### config.mk
export PLATFORM = sky130hd
export DESIGN_NAME = adc_host
export DESIGN_NICKNAME = d
export VERILOG_FILES = /design/src/core/adc_link_pkg.sv /design/src/core/adc_host.sv
export SDC_FILE = /design/constraint.sdc
export NUM_CORES = 1
export LEC_CHECK = 0
export BUFFER_PORTS_ARGS = -buffer_cell sky130_fd_sc_hd__buf_4
export CORE_AREA = 2 2 128 130
export CTS_CLUSTER_SIZE = 12
export DETAILED_ROUTE_END_ITERATION = 8
export DIE_AREA = 0 0 130 132
export GPL_ROUTABILITY_DRIVEN = 0
export PLACE_DENSITY = 0.68
export SYNTH_ARGS = -nofsm -noshare
export SYNTH_HDL_FRONTEND = slang
export SYNTH_SLANG_ARGS = --single-unit
### constraint.sdc
create_clock -name aclk -period 2.4 [get_ports aclk]
set_input_delay 0.48 -clock aclk [delete_from_list [all_inputs] [get_ports aclk]]
set_output_delay 0.48 -clock aclk [all_outputs]
set_load 0.02 [all_outputs]
### src/core/adc_link_pkg.sv
/*
 * constants for the two-wire converter host: register map, field
 * positions, reset values, link timing and sequencer codes.
 * assumes a 200 MHz system clock and an AXI4-Lite register bus.
 */
package adc_link_pkg;
    // ---------------------------------------------
    // register map (byte offsets)
    // ---------------------------------------------
    localparam logic [3:0] CTRL_OFS   = 4'h0;
    localparam logic [3:0] STATUS_OFS = 4'h4;
    localparam logic [3:0] RESULT_OFS = 4'h8;
    localparam logic [3:0] DIV_OFS    = 4'hC;
    // field positions
    localparam int GO_BIT   = 16;
    localparam int DSEL_LSB = 8;
    localparam int BUSY_BIT = 0;
    localparam int DONE_BIT = 1;
    localparam int NACK_BIT = 2;
    // ---------------------------------------------
    // timing: quarter of a standard-mode clock
    // ---------------------------------------------
    localparam int CLK_MHZ     = 200;
    localparam int SCL_STD_KHZ = 100;
    localparam logic [15:0] DIV_RESET = 16'(CLK_MHZ * 1000 / (SCL_STD_KHZ * 4));
    // address prefix default, value arbitrary
    localparam logic [4:0] PREFIX_DEFAULT = 5'h0B;
    localparam logic [1:0] RESP_OKAY   = 2'h0;
    localparam logic [1:0] RESP_SLVERR = 2'h2;
    localparam logic [3:0] BIT_BEFORE  = 4'hF;
    localparam logic [3:0] BIT_ACK     = 4'h8;
    // sequencer steps of one conversion transaction
    localparam logic [2:0] OP_ADDR_W = 3'h0;
    localparam logic [2:0] OP_CMD    = 3'h1;
    localparam logic [2:0] OP_ADDR_R = 3'h2;
    localparam logic [2:0] OP_RD_HI  = 3'h3;
    localparam logic [2:0] OP_RD_LO  = 3'h4;
    typedef enum logic [1:0] {
        ST_IDLE  = 2'b00,
        ST_START = 2'b01,
        ST_BIT   = 2'b11,
        ST_STOP  = 2'b10
    } link_state_type;
endpackage : adc_link_pkg

### src/core/adc_host.sv
/*
 * two-wire bus master that writes one command byte to the converter,
 * reads back the two result bytes and reports over AXI4-Lite.
 * assumes open-drain pads outside that resolve scl and sda from the
 * enables, and pull-ups that make a released line read high.
 */
// Local design decisions: the AXI4-Lite register port and the register offsets.
`timescale 1ns/100ps
`default_nettype none

// What this block does
// - start only while both lines idle high
// - change data only while clock low
// - start is data falling, clock high
// - stop is data rising, clock high
// - bytes msb first, ninth clock for ack
// - extra clock per ack, receiver holds low
// - release data after last byte for stop
// - master makes clocks, start, stop, repeated start
// - master acks all reads but last
// - read only after a command started conversion
module adc_host #(
    parameter logic [4:0] ADDR_PREFIX = adc_link_pkg::PREFIX_DEFAULT
) (
    input  wire logic        aclk,
    input  wire logic        aresetn,
    input  wire logic [3:0]  awaddr,
    input  wire logic        awvalid,
    output var  logic        awready,
    input  wire logic [31:0] wdata,
    input  wire logic [3:0]  wstrb,
    input  wire logic        wvalid,
    output var  logic        wready,
    output var  logic [1:0]  bresp,
    output var  logic        bvalid,
    input  wire logic        bready,
    input  wire logic [3:0]  araddr,
    input  wire logic        arvalid,
    output var  logic        arready,
    output var  logic [31:0] rdata,
    output var  logic [1:0]  rresp,
    output var  logic        rvalid,
    input  wire logic        rready,
    input  wire logic        scl_i,
    output var  logic        scl_o,
    output var  logic        scl_oe,
    input  wire logic        sda_i,
    output var  logic        sda_o,
    output var  logic        sda_oe
);
    // ---------------------------------------------
    // state
    // ---------------------------------------------
    adc_link_pkg::link_state_type state, next_state;
    logic        aw_ok, next_aw_ok, w_ok, next_w_ok;
    logic [3:0]  awa, next_awa;
    logic [31:0] wd, next_wd;
    logic [3:0]  ws, next_ws;
    logic        next_awready, next_wready, next_bvalid, next_arready, next_rvalid;
    logic [1:0]  next_bresp, next_rresp;
    logic [31:0] next_rdata;
    logic [7:0]  cmd, next_cmd;
    logic [1:0]  dsel, next_dsel;
    logic [15:0] div, next_div, qcnt, next_qcnt;
    logic        busy, next_busy, done, next_done, nack, next_nack;
    logic [11:0] result, next_result;
    logic [1:0]  quarter, next_quarter;
    logic [3:0]  bitn, next_bitn;
    logic [2:0]  op, next_op;
    logic [7:0]  shreg, next_shreg;
    logic        next_scl_oe, next_sda_oe;
    logic        scl_s1, scl_in, sda_s1, sda_in;
    logic        tick;

    // byte-lane merge of a register write
    function automatic logic [31:0] merge(input logic [31:0] old, input logic [31:0] nw,
                                          input logic [3:0] strb);
        logic [31:0] r;
        r = old;
        for (int i = 0; i < 4; i++) begin
            if (strb[i]) begin
                r[i*8 +: 8] = nw[i*8 +: 8];
            end
        end
        return r;
    endfunction : merge

    // address byte for one direction
    function automatic logic [7:0] addr_byte(input logic [1:0] sel, input logic rd);
        return {ADDR_PREFIX, sel, rd};
    endfunction : addr_byte

    // ---------------------------------------------
    // line synchronisers
    // ---------------------------------------------
    always_ff @(posedge aclk) begin
        if (!aresetn) begin
            scl_s1 <= 1'b1;
            scl_in <= 1'b1;
            sda_s1 <= 1'b1;
            sda_in <= 1'b1;
        end else begin
            scl_s1 <= scl_i;
            scl_in <= scl_s1;
            sda_s1 <= sda_i;
            sda_in <= sda_s1;
        end
    end

    assign tick = (qcnt == 16'h0000);

    // ---------------------------------------------
    // next-state logic: register bus and link
    // ---------------------------------------------
    always_comb begin
        logic [31:0] m;
        m            = 32'h0000_0000;
        next_state   = state;
        next_aw_ok   = aw_ok;
        next_w_ok    = w_ok;
        next_awa     = awa;
        next_wd      = wd;
        next_ws      = ws;
        next_bvalid  = bvalid;
        next_bresp   = bresp;
        next_rvalid  = rvalid;
        next_rresp   = rresp;
        next_rdata   = rdata;
        next_cmd     = cmd;
        next_dsel    = dsel;
        next_div     = div;
        next_busy    = busy;
        next_done    = done;
        next_nack    = nack;
        next_result  = result;
        next_quarter = quarter;
        next_bitn    = bitn;
        next_op      = op;
        next_shreg   = shreg;
        next_scl_oe  = scl_oe;
        next_sda_oe  = sda_oe;
        next_qcnt    = tick ? div : qcnt - 16'h0001;
        // write address and data are taken in either order
        if (awvalid && awready) begin
            next_aw_ok = 1'b1;
            next_awa   = awaddr;
        end
        if (wvalid && wready) begin
            next_w_ok = 1'b1;
            next_wd   = wdata;
            next_ws   = wstrb;
        end
        if (bvalid && bready) begin
            next_bvalid = 1'b0;
        end
        if (aw_ok && w_ok && !bvalid) begin
            next_aw_ok  = 1'b0;
            next_w_ok   = 1'b0;
            next_bvalid = 1'b1;
            next_bresp  = adc_link_pkg::RESP_OKAY;
            unique case (awa)
                adc_link_pkg::CTRL_OFS: begin
                    m         = merge({22'h00_0000, dsel, cmd}, wd, ws);
                    next_cmd  = m[7:0];
                    next_dsel = m[adc_link_pkg::DSEL_LSB +: 2];
                    if (ws[2] && wd[adc_link_pkg::GO_BIT] && !busy) begin
                        next_busy    = 1'b1;
                        next_state   = adc_link_pkg::ST_START;
                        next_op      = adc_link_pkg::OP_ADDR_W;
                        next_shreg   = addr_byte(m[adc_link_pkg::DSEL_LSB +: 2], 1'b0);
                        next_quarter = 2'd0;
                        next_sda_oe  = 1'b0;
                        next_scl_oe  = 1'b0;
                    end
                end
                adc_link_pkg::STATUS_OFS: begin
                    if (ws[0] && wd[adc_link_pkg::DONE_BIT]) next_done = 1'b0;
                    if (ws[0] && wd[adc_link_pkg::NACK_BIT]) next_nack = 1'b0;
                end
                adc_link_pkg::DIV_OFS: begin
                    m        = merge({16'h0000, div}, wd, ws);
                    next_div = m[15:0];
                end
                adc_link_pkg::RESULT_OFS: begin
                end
                default: next_bresp = adc_link_pkg::RESP_SLVERR;
            endcase
        end
        // read channel
        if (arvalid && arready) begin
            next_rvalid = 1'b1;
            next_rresp  = adc_link_pkg::RESP_OKAY;
            unique case (araddr)
                adc_link_pkg::CTRL_OFS:   next_rdata = {22'h00_0000, dsel, cmd};
                adc_link_pkg::STATUS_OFS: next_rdata = {29'h0000_0000, nack, done, busy};
                adc_link_pkg::RESULT_OFS: next_rdata = {20'h0_0000, result};
                adc_link_pkg::DIV_OFS:    next_rdata = {16'h0000, div};
                default: begin
                    next_rdata = 32'h0000_0000;
                    next_rresp = adc_link_pkg::RESP_SLVERR;
                end
            endcase
        end else if (rvalid && rready) begin
            next_rvalid = 1'b0;
        end
        // link sequencer, one step per quarter of a clock period
        if (tick) begin
            unique case (state)
                adc_link_pkg::ST_IDLE: begin
                end
                adc_link_pkg::ST_START: begin
                    if (quarter == 2'd0) begin
                        next_scl_oe  = 1'b0;
                        next_quarter = 2'd1;
                    end else if (quarter == 2'd1) begin
                        if (scl_in && sda_in) begin
                            next_sda_oe  = 1'b1;
                            next_quarter = 2'd2;
                        end
                    end else begin
                        next_scl_oe  = 1'b1;
                        next_state   = adc_link_pkg::ST_BIT;
                        next_quarter = 2'd3;
                        next_bitn    = adc_link_pkg::BIT_BEFORE;
                    end
                end
                adc_link_pkg::ST_BIT: begin
                    if (quarter == 2'd0) begin
                        next_scl_oe  = 1'b0;
                        next_quarter = 2'd1;
                    end else if (quarter == 2'd1) begin
                        if (scl_in) begin
                            next_quarter = 2'd2;
                            if (bitn < adc_link_pkg::BIT_ACK) begin
                                next_shreg = {shreg[6:0], sda_in};
                            end else if (op <= adc_link_pkg::OP_ADDR_R && sda_in) begin
                                next_nack = 1'b1;
                            end
                        end
                    end else if (quarter == 2'd2) begin
                        next_scl_oe  = 1'b1;
                        next_quarter = 2'd3;
                    end else if (bitn != adc_link_pkg::BIT_ACK) begin
                        // clock is low: set the next data bit
                        next_bitn    = bitn + 4'd1;
                        next_quarter = 2'd0;
                        if (next_bitn == adc_link_pkg::BIT_ACK) begin
                            next_sda_oe = (op == adc_link_pkg::OP_RD_HI);
                        end else begin
                            next_sda_oe = (op <= adc_link_pkg::OP_ADDR_R) ? !shreg[7] : 1'b0;
                        end
                    end else if (nack || op == adc_link_pkg::OP_RD_LO) begin
                        if (op == adc_link_pkg::OP_RD_LO) next_result[7:0] = shreg;
                        next_state   = adc_link_pkg::ST_STOP;
                        next_sda_oe  = 1'b1;
                        next_quarter = 2'd0;
                    end else if (op == adc_link_pkg::OP_CMD) begin
                        // repeated start keeps the bus for the read
                        next_op      = adc_link_pkg::OP_ADDR_R;
                        next_shreg   = addr_byte(dsel, 1'b1);
                        next_state   = adc_link_pkg::ST_START;
                        next_sda_oe  = 1'b0;
                        next_quarter = 2'd0;
                    end else begin
                        if (op == adc_link_pkg::OP_ADDR_W) next_shreg = cmd;
                        if (op == adc_link_pkg::OP_RD_HI) next_result[11:8] = shreg[3:0];
                        next_op   = op + 3'd1;
                        next_bitn = adc_link_pkg::BIT_BEFORE;
                    end
                end
                adc_link_pkg::ST_STOP: begin
                    if (quarter == 2'd0) begin
                        next_scl_oe  = 1'b0;
                        next_quarter = 2'd1;
                    end else if (quarter == 2'd1) begin
                        if (scl_in) begin
                            next_sda_oe  = 1'b0;
                            next_quarter = 2'd2;
                        end
                    end else begin
                        next_state = adc_link_pkg::ST_IDLE;
                        next_busy  = 1'b0;
                        next_done  = 1'b1;
                    end
                end
            endcase
        end
        next_awready = !next_aw_ok;
        next_wready  = !next_w_ok;
        next_arready = !next_rvalid;
    end

    // ---------------------------------------------
    // registers
    // ---------------------------------------------
    always_ff @(posedge aclk) begin
        if (!aresetn) begin
            state   <= adc_link_pkg::ST_IDLE;
            aw_ok   <= 1'b0;
            w_ok    <= 1'b0;
            awa     <= 4'h0;
            wd      <= 32'h0000_0000;
            ws      <= 4'h0;
            awready <= 1'b0;
            wready  <= 1'b0;
            bvalid  <= 1'b0;
            bresp   <= adc_link_pkg::RESP_OKAY;
            arready <= 1'b0;
            rvalid  <= 1'b0;
            rresp   <= adc_link_pkg::RESP_OKAY;
            rdata   <= 32'h0000_0000;
            cmd     <= 8'h00;    // power field 00 keeps reference off
            dsel    <= 2'h0;
            div     <= adc_link_pkg::DIV_RESET;
            qcnt    <= 16'h0000;
            busy    <= 1'b0;
            done    <= 1'b0;
            nack    <= 1'b0;
            result  <= 12'h000;
            quarter <= 2'd0;
            bitn    <= 4'h0;
            op      <= 3'h0;
            shreg   <= 8'h00;
            scl_oe  <= 1'b0;
            sda_oe  <= 1'b0;
            scl_o   <= 1'b0;
            sda_o   <= 1'b0;
        end else begin
            state   <= next_state;
            aw_ok   <= next_aw_ok;
            w_ok    <= next_w_ok;
            awa     <= next_awa;
            wd      <= next_wd;
            ws      <= next_ws;
            awready <= next_awready;
            wready  <= next_wready;
            bvalid  <= next_bvalid;
            bresp   <= next_bresp;
            arready <= next_arready;
            rvalid  <= next_rvalid;
            rresp   <= next_rresp;
            rdata   <= next_rdata;
            cmd     <= next_cmd;
            dsel    <= next_dsel;
            div     <= next_div;
            qcnt    <= next_qcnt;
            busy    <= next_busy;
            done    <= next_done;
            nack    <= next_nack;
            result  <= next_result;
            quarter <= next_quarter;
            bitn    <= next_bitn;
            op      <= next_op;
            shreg   <= next_shreg;
            scl_oe  <= next_scl_oe;
            sda_oe  <= next_sda_oe;
            scl_o   <= 1'b0;
            sda_o   <= 1'b0;
        end
    end
endmodule : adc_host

`default_nettype wire

Yosys cells after proc, flatten, opt, wreduce, memory -nomap -nowiden

Cells that the tools add are included.

Register bits after elaboration: 149
Input port bits: 53
Word-level logic and storage cells: 237

Multiplexer cells: 133
Reduce and logical (&&, ||, !) cells: 36
Add/sub/neg operators: 3
Bitwise operators: 6
Eq/ne operators: 23
Magnitude comparators: 2

Operators with widths:

| kind                                               | number |
|---|---|
| two-way mux 8 bit                                  | 14 |
| two-way mux 2 bit                                  | 33 |
| case mux 16 bit (4 select lines)                   | 1 |
| two-way mux 1 bit                                  | 60 |
| two-way mux 3 bit                                  | 11 |
| two-way mux 4 bit                                  | 8 |
| == test 4 bit, second input constant               | 5 |
| AND reduction 9 bit                                | 2 |
| logical NOT 16 bit                                 | 1 |
| two-way mux 16 bit                                 | 1 |
| subtractor 16 x 1 -> 16 bit, second input constant | 1 |
| logical AND 1 bit                                  | 13 |
| case mux 2 bit (3 select lines)                    | 2 |
| inequality test 2 bit, second input constant       | 5 |
| AND reduction 3 bit                                | 3 |
| == test 4 x 3 -> 1 bit, second input constant      | 2 |
| logical NOT 4 bit                                  | 2 |
| case mux 4 bit (2 select lines)                    | 1 |
| AND reduction 8 bit                                | 1 |
| OR reduction 4 bit                                 | 2 |
| == test 2 bit, second input constant               | 3 |
| logical NOT 1 bit                                  | 6 |
| inequality test 3 bit, second input constant       | 2 |
| inverter 1 bit                                     | 6 |
| other kinds (15)                                   | 18 |

Depth between registers and ports, before layout

Gate-level depths: netlist (run 1).

Word-level depth: 14
Mapped depth: 9

Least setup slack after synthesis (run 1)

Ideal clock, no wire load.

Kind: register -> register
Start point: register qcnt[11]
End point: register bitn[2]
Arrival time: 2.005 ns
Required time: 2.281 ns
Library setup time: 0.119 ns
Buffers on the path: 1
Slack: 0.276 ns
Cell stages (with the launch flop): 7
Cell sequence: dfxtp_1 or4_1 buf_2 nor2_4 nand4_2 or4_1 o221a_1

Cells in the longest elaborated chain, start to end: 2

RTL lines:

| what                          | RTL line        | source |
|---|---|---|
| from (decl)                   | adc_host.sv:64  | `logic [15:0] div, next_div, qcnt, next_qcnt;` |
| from (signal assigned)        | adc_host.sv:346 | `qcnt <= next_qcnt;` |
| logical NOT 16 bit            | adc_host.sv:110 | `assign tick = (qcnt == 16'h0000);` |
| AND reduction 9 bit (no line) | n/a             |  |
| to (signal assigned)          | adc_host.sv:352 | `bitn <= next_bitn;` |
| to (decl)                     | adc_host.sv:68  | `logic [3:0] bitn, next_bitn;` |

No other way between the ends.
A chain may end at the register's enable or synchronous reset.

Worst setup path after layout (run 1)

Ends and elaborated chain as after synthesis.

==> results.txt, run 1 <==
Fmax achieved: 461 MHz
Multi-input gate area: 3270 um^2
Peak per-stage delay on the critical path: 610 ps
Post-synth EDFFs: 0
Fill cell total of the finished layout: 1,535
Reg2reg start: qcnt[11]
Clock root buffer master: sky130_fd_sc_hd__clkbuf_16
Post-synthesis register bit count: 131
Startpoint types: register
Reg-to-Reg End: bitn[2]
Worst-case hold path end point: sda_s1
Io pins: 98
Kind of cell adding the most delay to the critical path: simple AND/OR/NAND/NOR gates
Overall die height: 132 um
Hold Path Class: primary input to register
Post-place setup slack: 109 ps
Number of buffers added for setup after CTS: 0
Average cell area after synthesis: 8.30 um^2
Vias after detailed routing: 5,518
Data arrival time of the worst path: 2470 ps
Tot GR Track Use: 0.193
Initial DRT Pass Iterations: 5
Number of cells traversed by the worst hold path: 2
Pin slew with the least headroom to its limit: 645 ps
Count of buffer and inverter cells on the critical path: 0
Rel. slew slack: 0.569
Maximum number of pins on one net before global-route repair: 39
Netlist area before placement: 6170 um^2
Sequential cell area fraction in the yosys report: 0.425
Hold Path Origin: sda_i
Clock transition at the registers of the reported paths: 50 ps
Number of global-route vias before repair: 5,310
Unique masters post-synth: 68
Wire length per cell after detailed routing: 15.6 um
Leading cell types in the layout, fill and taps excluded: sky130_fd_sc_hd__dfxtp_1, sky130_fd_sc_hd__nand2_1, sky130_fd_sc_hd__buf_4, sky130_fd_sc_hd__a21oi_1, sky130_fd_sc_hd__nor2_1
Clock period minus final worst setup slack: 2170 ps
Leakage component of the power: 2.95 nW
Fraction of registers with async set or reset after synthesis: 0
Slowest-stage cell, CP: sky130_fd_sc_hd__or4_4
Drc violations: 0
Maximum Capacitance Violations: 0
Most common cell after layout, fill and taps aside: sky130_fd_sc_hd__dfxtp_1
Number of diodes: 0
WL final: 16.2 mm
Total design power: 5.95 mW
Antenna violations before repair: 1
Setup TNS: 0 ps
Critical Path Fanout Max: 7
Final setup violation count: 0
Final nets: 871
Cell area power density: 798 nW/um^2
Required time of the critical path: 2700 ps
Die outline area: 17,200 um^2
CTS max path bufs: 2
Post-synthesis cell count: 743
Final count of hold timing violations: 0
Count of input and output buffers: 61
Critical path startpoint: qcnt[11]
Flop-to-flop setup slack: 230 ps
Reg2Reg Depth: 5
Peak supply drop: 498 uV
Clock latency on the worst-skew pair: 420 ps
Total number of H-tree levels: 4
Per-cell via count in the routed design: 5.32
Number of nets with antenna violations after detailed routing: 0
Result of the run: finished clean
Row count: 46
Die W: 130 um
Element type at the critical path end: register
Max-slew violation total from the final report: 0
Total congestion overflow after global routing: 0
Area of the placeable core: 15,700 um^2
TritonCTS clock tree: built
Main synth FF type: sky130_fd_sc_hd__dfxtp_1
Proportion of layout cells with a drive suffix above 1: 0.181
Type of the setup path with the least slack: register to register
Area taken by flip-flops and latches: 2620 um^2
Layout overhead on the synthesized area: 20.9%
Setup slack after layout: 229 ps
Worst clock skew: 9.68 ps
Unrepaired setup endpoints after global routing: no
Syn. warnings: 0
First-pass GRT wire length: 26.4 mm
Half-perimeter wire length after placement: 11.8 mm
Number of design-rule violations left by the first detailed-router iteration: 414
Critical Path, Cell by Cell: or4_4 > nor2_4 > nand4_2 > or4_1 > o221a_1
Clock Sinks: 131
Fraction of the cycle the final worst path needs: 0.905
Number of buffers inserted during clock tree synthesis: 17
Effective utilization at floorplan: 0.393
[worst reg2reg max path, stage by stage (launching register included)]
cell and delay (ps):
sky130_fd_sc_hd__dfxtp_1 340, sky130_fd_sc_hd__or4_4 610, sky130_fd_sc_hd__nor2_4 150, sky130_fd_sc_hd__nand4_2 140, sky130_fd_sc_hd__or4_1 550, sky130_fd_sc_hd__o221a_1 280
[worst max-delay path by stage]
stage                     depth (start not counted)  slack, ps        to
after floorplan                                   6        280   bitn[2]
after global placement                            5        150   bitn[2]
after detailed placement                          5        110   bitn[2]
after CTS                                         5        100   bitn[2]
after global routing                              8         60  qcnt[12]
final                                             5        230   bitn[2]
[cells in the mapped netlist, types with 8 or more instances]
| cell | number | share of area |
|---|---|---|
| sky130_fd_sc_hd__a211oi_1 | 9 | 0.011 |
| sky130_fd_sc_hd__a21oi_1 | 69 | 0.056 |
| sky130_fd_sc_hd__buf_4 | 20 | 0.024 |
| sky130_fd_sc_hd__clkbuf_1 | 37 | 0.023 |
| sky130_fd_sc_hd__dfxtp_1 | 131 | 0.43 |
| sky130_fd_sc_hd__ha_1 | 8 | 0.016 |
| sky130_fd_sc_hd__inv_1 | 12 | 0.0073 |
| sky130_fd_sc_hd__mux2_2 | 8 | 0.015 |
| sky130_fd_sc_hd__mux2i_1 | 27 | 0.044 |
| sky130_fd_sc_hd__nand2_1 | 129 | 0.078 |
| sky130_fd_sc_hd__nand2b_1 | 12 | 0.012 |
| sky130_fd_sc_hd__nand3_1 | 29 | 0.024 |
| sky130_fd_sc_hd__nor2_1 | 65 | 0.040 |
| sky130_fd_sc_hd__nor3_1 | 18 | 0.015 |
| sky130_fd_sc_hd__o21ai_0 | 33 | 0.027 |
[report_power, final]
| group | internal (mW) | total [mW] | switching (mW) |
|---|---|---|---|
| clock | 1.40 | 2.37 | 0.969 |
| combinational | 0.463 | 1.13 | 0.663 |
| sequential | 2.31 | 2.45 | 0.140 |
[through the flow]
step                       util  area, um^2  std cells  hold slack (ps)
after CTS                 0.474        7450       1038              242
after global routing      0.475        7460       1038              256
final                     0.475        7460       1038              249
after detailed placement  0.440        6910       1007              395
after floorplan               -        6240        762              386
after global placement    0.440        6910       1007              390
[timing repair]
action	4_1_cts	5_1_grt
resized for setup	0	1
hold buffers	0	0
setup endpoints to repair	0	2
[registers in the layout (all words and copies together) (netlist names), 2 cells and up]
signal   cells
result      12
ws           3
div         16
cmd          8
awa          4
wd          17
rdata       16
dsel         2
state        2
op           3
bitn         4
quarter      2
shreg        8
qcnt        16
[per-layer routing]
| metal | track usage | vias to the layer above | share of wire |
|---|---|---|---|
| met4 | 0.0800 | 2 | 0.025 |
| met3 | 0.0410 | 43 | 0.057 |
| met5 | 0 | - | 0.00080 |
| met1 | 0.255 | 2579 | 0.45 |
| met2 | 0.305 | 174 | 0.46 |
| li1 | - | 2720 | - |
[layout make-up]
cell class,instances,area share
multi-input combinational,557,0.438
sequential,131,0.352
timing repair buffer,90,0.0940
clock buffer,21,0.0631
tap,216,0.0362
clock inverter,10,0.0102
inverter,13,0.00654
[cells by family (layout without fill, tap and decap cells)]
logic type	after synthesis	after routing	synth area share
compound gates	171	171	0.173
xor+xnor	7	7	0.00994
fa+ha+maj	8	8	0.0162
buf+inv	74	134	0.0574
flops	131	131	0.425
mux	38	38	0.0694
other cells	1	20	0.000608
simple gates	313	313	0.249
(Power assumes the default switching activity.)
==> run 2: changes to the inputs <==
--- a/config.mk
+++ b/config.mk
@@ -11,7 +11,7 @@
 export DETAILED_ROUTE_END_ITERATION = 8
 export DIE_AREA = 0 0 130 132
 export GPL_ROUTABILITY_DRIVEN = 0
-export PLACE_DENSITY = 0.68
+export PLACE_DENSITY = 0.62
 export SYNTH_ARGS = -nofsm -noshare
 export SYNTH_HDL_FRONTEND = slang
 export SYNTH_SLANG_ARGS = --single-unit
==> results.txt, run 2 (synthesis gave the netlist of run 1 again) <==
Final count of hold timing violations: 0
Internal Pwr Total: 4.20 mW
Critical Path Fanout Max: 7
Leading cell types in the layout, fill and taps excluded: sky130_fd_sc_hd__dfxtp_1, sky130_fd_sc_hd__nand2_1, sky130_fd_sc_hd__buf_4, sky130_fd_sc_hd__a21oi_1, sky130_fd_sc_hd__nor2_1
Total congestion overflow after global routing: 0
Io pins: 98
Slowest-stage cell, CP: sky130_fd_sc_hd__or4_1
Largest register by flop count: wd
Number of design-rule violations left by the first detailed-router iteration: 435
Peak supply drop: 441 uV
First-pass GRT wire length: 26.4 mm
Number of nets with antenna violations after detailed routing: 0
Pin slew with the least headroom to its limit: 656 ps
Worst clock skew: 7.65 ps
Die outline area: 17,200 um^2
Number of global-route vias before repair: 5,095
Layout overhead on the synthesized area: 20.8%
Flop-to-flop setup slack: 120 ps
Per-cell via count in the routed design: 5.28
Fmax achieved: 439 MHz
Combinational power share: 0.186
Area of the placeable core: 15,700 um^2
Non-filler instance count after layout: 1,040
Fraction of the cycle the final worst path needs: 0.949
Setup TNS: 0 ps
Data arrival time of the worst path: 2590 ps
Total number of H-tree levels: 4
Proportion of layout cells with a drive suffix above 1: 0.182
Reg-to-Reg End: bitn[2]
Peak per-stage delay on the critical path: 700 ps
Element type at the critical path end: register
Critical Path, Cell by Cell: or4_1 > nor2_4 > nand4_2 > or4_1 > o221a_1
Hold buffers post-CTS: 0
Effective utilization at floorplan: 0.393
Total design power: 6.02 mW
Top Usage Layer GRT: met2
Wire length per cell after detailed routing: 15.8 um
Startpoint types: register
Number of buffers inserted during clock tree synthesis: 17
Row count: 46
Met1 global-route usage: 0.268
Unrepaired setup endpoints after global routing: no
CTS max path bufs: 2
Half-perimeter wire length after placement: 12.0 mm
Result of the run: finished clean
Number of buffers added for setup after CTS: 0
Initial DRT Pass Iterations: 4
Rel. slew slack: 0.562
Clock Sinks: 131
Overall die height: 132 um
Die W: 130 um
Reg2Reg Depth: 5
Worst setup endpoint: bitn[2]
Vias after detailed routing: 5,491
Antenna violations before repair: 0
Tot GR Track Use: 0.196
Clock root buffer master: sky130_fd_sc_hd__clkbuf_16
Critical path startpoint: qcnt[11]
Placed cell count: 1,008
Sequential share of power: 0.407
Hold Path Class: primary input to register
Met3 Resource Use GR: 0.0414
Post-cts sizing count: 0
Largest register FFs: 17
Cell area power density: 808 nW/um^2
Power dissipated by switching net loads: 1.82 mW
Most used cell, CP: sky130_fd_sc_hd__or4_1
Final setup violation count: 0
Count of buffer and inverter cells on the critical path: 0
Max-slew violation total from the final report: 0
Setup slack after layout: 123 ps
Net Sw Frac: 0.303
Clock transition at the registers of the reported paths: 60 ps
Post-place setup slack: 150 ps
Logic depth of the worst setup path including buffers: 5
Number of diodes: 0
Count of input and output buffers: 61
WL final: 16.4 mm
Part of the power in the clock network: 0.407
Final nets: 872
Most common cell after layout, fill and taps aside: sky130_fd_sc_hd__dfxtp_1
Type of the setup path with the least slack: register to register
GR Util met2: 0.306
Worst Hold Margin: 236 ps
Required time of the critical path: 2710 ps
Kind of cell adding the most delay to the critical path: simple AND/OR/NAND/NOR gates
Maximum number of pins on one net before global-route repair: 56
Maximum Capacitance Violations: 0
Drc violations: 0
Reg2reg start: qcnt[11]
TritonCTS clock tree: built
Clock period minus final worst setup slack: 2280 ps
Leakage component of the power: 2.94 nW
Clock latency on the worst-skew pair: 430 ps
[run 2: through the flow]
| step | utilization | area, um^2 |
|---|---|---|
| 4_1_cts | 0.474 | 7450 |
| 3_5_place_dp | 0.438 | 6890 |
| 5_1_grt | 0.474 | 7450 |
| 2_1_floorplan | - | 6240 |
| 6_report | 0.474 | 7450 |
| 3_3_place_gp | 0.438 | 6890 |
[run 2: cell type report]
type                    count  area [um^2]
inverters                  13         48.8
well taps                 216          270
multi-input cells         557         3270
clock inverters            13          128
repair buffers             91          683
flip-flops and latches    131         2620
fillers                  1547         8260
clock buffers              19          433
[run 2: metal layers]
| layer | vias to the layer above | share of wire |
|---|---|---|
| met3 | 26 | 0.054 |
| met2 | 167 | 0.46 |
| li1 | 2719 | - |
| met4 | 0 | 0.018 |
| met5 | - | 0 |
| met1 | 2579 | 0.46 |
[run 2: worst min-delay path by stage]
stage / start / endpoint / slack [ps] / cells past startpoint
global route: scl_i / scl_s1 / 230 / 2
global placement: scl_s1 / scl_in / 390 / 1
detailed placement: sda_s1 / sda_in / 390 / 1
CTS: sda_i / sda_s1 / 220 / 2
floorplan: scl_s1 / scl_in / 390 / 1
finish: sda_i / sda_s1 / 240 / 2
[run 2: power by group through the flow]
stage / sequential, mW / clock [mW] / combinational [mW]
after floorplan: 2.48 / 0 / 0.853
after global placement: 2.49 / 0 / 1.10
after detailed placement: 2.50 / 0 / 1.11
after CTS: 2.45 / 2.50 / 1.12
after global routing: 2.47 / 2.59 / 1.23
final: 2.45 / 2.45 / 1.12
==> run 3: changes to the inputs <==
--- a/config.mk
+++ b/config.mk
@@ -5,7 +5,7 @@
 export SDC_FILE = /design/constraint.sdc
 export NUM_CORES = 1
 export LEC_CHECK = 0
-export BUFFER_PORTS_ARGS = -buffer_cell sky130_fd_sc_hd__buf_4
+export BUFFER_PORTS_ARGS = -buffer_cell sky130_fd_sc_hd__buf_2
 export CORE_AREA = 2 2 128 130
 export CTS_CLUSTER_SIZE = 12
 export DETAILED_ROUTE_END_ITERATION = 8
==> results.txt, run 3 (synthesis gave the netlist of run 1 again) <==
CTS max path bufs: 2
Peak per-stage delay on the critical path: 670 ps
Fill cell total of the finished layout: 1,557
Fraction of the cycle the final worst path needs: 0.946
Row count: 46
First-pass GRT wire length: 26.5 mm
Leading cell types in the layout, fill and taps excluded: sky130_fd_sc_hd__dfxtp_1, sky130_fd_sc_hd__nand2_1, sky130_fd_sc_hd__a21oi_1, sky130_fd_sc_hd__nor2_1, sky130_fd_sc_hd__buf_2
Hold Path Origin: scl_i
Io pins: 98
Critical Path, Cell by Cell: or4_1 > or4_4 > nor4b_4 > nor3_2 > a211oi_2
Peak supply drop: 512 uV
Number of buffers added for setup after CTS: 0
Reg2Reg Depth: 5
Count of input and output buffers: 61
Number of cells traversed by the worst hold path: 2
Data arrival time of the worst path: 2620 ps
Flop-to-flop setup slack: 130 ps
Critical path startpoint: qcnt[10]
Count of buffer and inverter cells on the critical path: 0
Area of the placeable core: 15,700 um^2
Type of the setup path with the least slack: register to register
Wire length per cell after detailed routing: 15.9 um
Drc violations: 0
Reg2reg start: qcnt[10]
Total number of H-tree levels: 4
Overall die height: 132 um
Maximum Capacitance Violations: 0
Element type at the critical path end: register
Worst Hold Margin: 242 ps
Maximum number of pins on one net before global-route repair: 63
Number of design-rule violations left by the first detailed-router iteration: 346
Number of global-route vias before repair: 5,102
Leakage component of the power: 2.91 nW
Clock latency on the worst-skew pair: 420 ps
Clock root buffer master: sky130_fd_sc_hd__clkbuf_16
Logic depth of the worst setup path including buffers: 5
Max-slew violation total from the final report: 0
Hold buffers post-CTS: 0
Die outline area: 17,200 um^2
Cell Area, Placed: 6730 um^2
Critical Path Fanout Max: 7
Result of the run: finished clean
Total congestion overflow after global routing: 0
Clock transition at the registers of the reported paths: 60 ps
Pin slew with the least headroom to its limit: 681 ps
WL final: 16.5 mm
Number of buffers inserted during clock tree synthesis: 17
Fmax achieved: 440 MHz
Hold Path Class: primary input to register
Area of all placed cells without fillers: 7330 um^2
Die W: 130 um
Slowest-stage cell, CP: sky130_fd_sc_hd__or4_1
Largest register FFs: 17
Total design power: 6.14 mW
Final count of hold timing violations: 0
Tot GR Track Use: 0.198
Half-perimeter wire length after placement: 11.8 mm
Post-cts sizing count: 0
Initial DRT Pass Iterations: 4
Startpoint types: register
Antenna violations before repair: 0
Proportion of layout cells with a drive suffix above 1: 0.179
Rel. slew slack: 0.545
Most common cell after layout, fill and taps aside: sky130_fd_sc_hd__dfxtp_1
Effective utilization at floorplan: 0.393
Cell area power density: 837 nW/um^2
Required time of the critical path: 2740 ps
Worst clock skew: 7.50 ps
Per-cell via count in the routed design: 5.20
Layout overhead on the synthesized area: 18.8%
Kind of cell adding the most delay to the critical path: simple AND/OR/NAND/NOR gates
Clock period minus final worst setup slack: 2270 ps
TritonCTS clock tree: built
Final nets: 870
Vias after detailed routing: 5,400
Setup TNS: 0 ps
Final setup violation count: 0
Unrepaired setup endpoints after global routing: no
Largest register by flop count: wd
Number of diodes: 0
Clock Sinks: 131
Number of nets with antenna violations after detailed routing: 0
run 3: changes by cell type in the layout (fill, tap and decap cells not counted), moves of 2 or more:
cell,before,now
sky130_fd_sc_hd__clkinvlp_4,2,5
sky130_fd_sc_hd__buf_2,0,61
sky130_fd_sc_hd__clkinv_2,2,0
sky130_fd_sc_hd__clkbuf_8,0,3
sky130_fd_sc_hd__clkinv_4,4,2
sky130_fd_sc_hd__buf_4,91,27
sky130_fd_sc_hd__inv_6,3,1
run 3: per-layer routing:
| metal | vias up | GRT usage | wire (um) |
|---|---|---|---|
| met5 | - | 0 | 0 |
| met4 | 0 | 0.0717 | 284 |
| met3 | 24 | 0.0365 | 899 |
| met2 | 164 | 0.310 | 7640 |
| met1 | 2489 | 0.272 | 7660 |
| li1 | 2723 | - | - |
run 3: path summary, 6_finish.rpt:
kind / end
min: scl_s1
min reg2reg: sda_in
max reg2reg: shreg[6]
max: shreg[6]
run 3: area by class of cell:
class / instances / area (um^2) / area share
multi-input cells: 557 / 3260 / 0.445
flip-flops and latches: 131 / 2620 / 0.358
repair buffers: 89 / 528 / 0.0720
clock buffers: 22 / 474 / 0.0647
well taps: 216 / 270 / 0.0369
clock inverters: 10 / 124 / 0.0169
inverters: 13 / 48.8 / 0.00666
run 3: worst register-to-register path, cell delays in order (launching register included):
cell	delay [ps]
sky130_fd_sc_hd__dfxtp_1	340
sky130_fd_sc_hd__or4_1	670
sky130_fd_sc_hd__or4_4	530
sky130_fd_sc_hd__nor4b_4	400
sky130_fd_sc_hd__nor3_2	70
sky130_fd_sc_hd__a211oi_2	180
run 3: power breakdown:
group	total (mW)	switching, mW	internal, mW
logic	1.09	0.668	0.425
clock network	2.59	0.975	1.62
registers	2.45	0.136	2.31
run 3: metrics by stage:
stage / instances / utilization / setup WS [ps]
after floorplan: 762 / - / 276
after global placement: 1006 / 0.429 / 164
after detailed placement: 1006 / 0.429 / 143
after CTS: 1038 / 0.467 / 126
after global routing: 1038 / 0.467 / 4.68
final: 1038 / 0.467 / 129
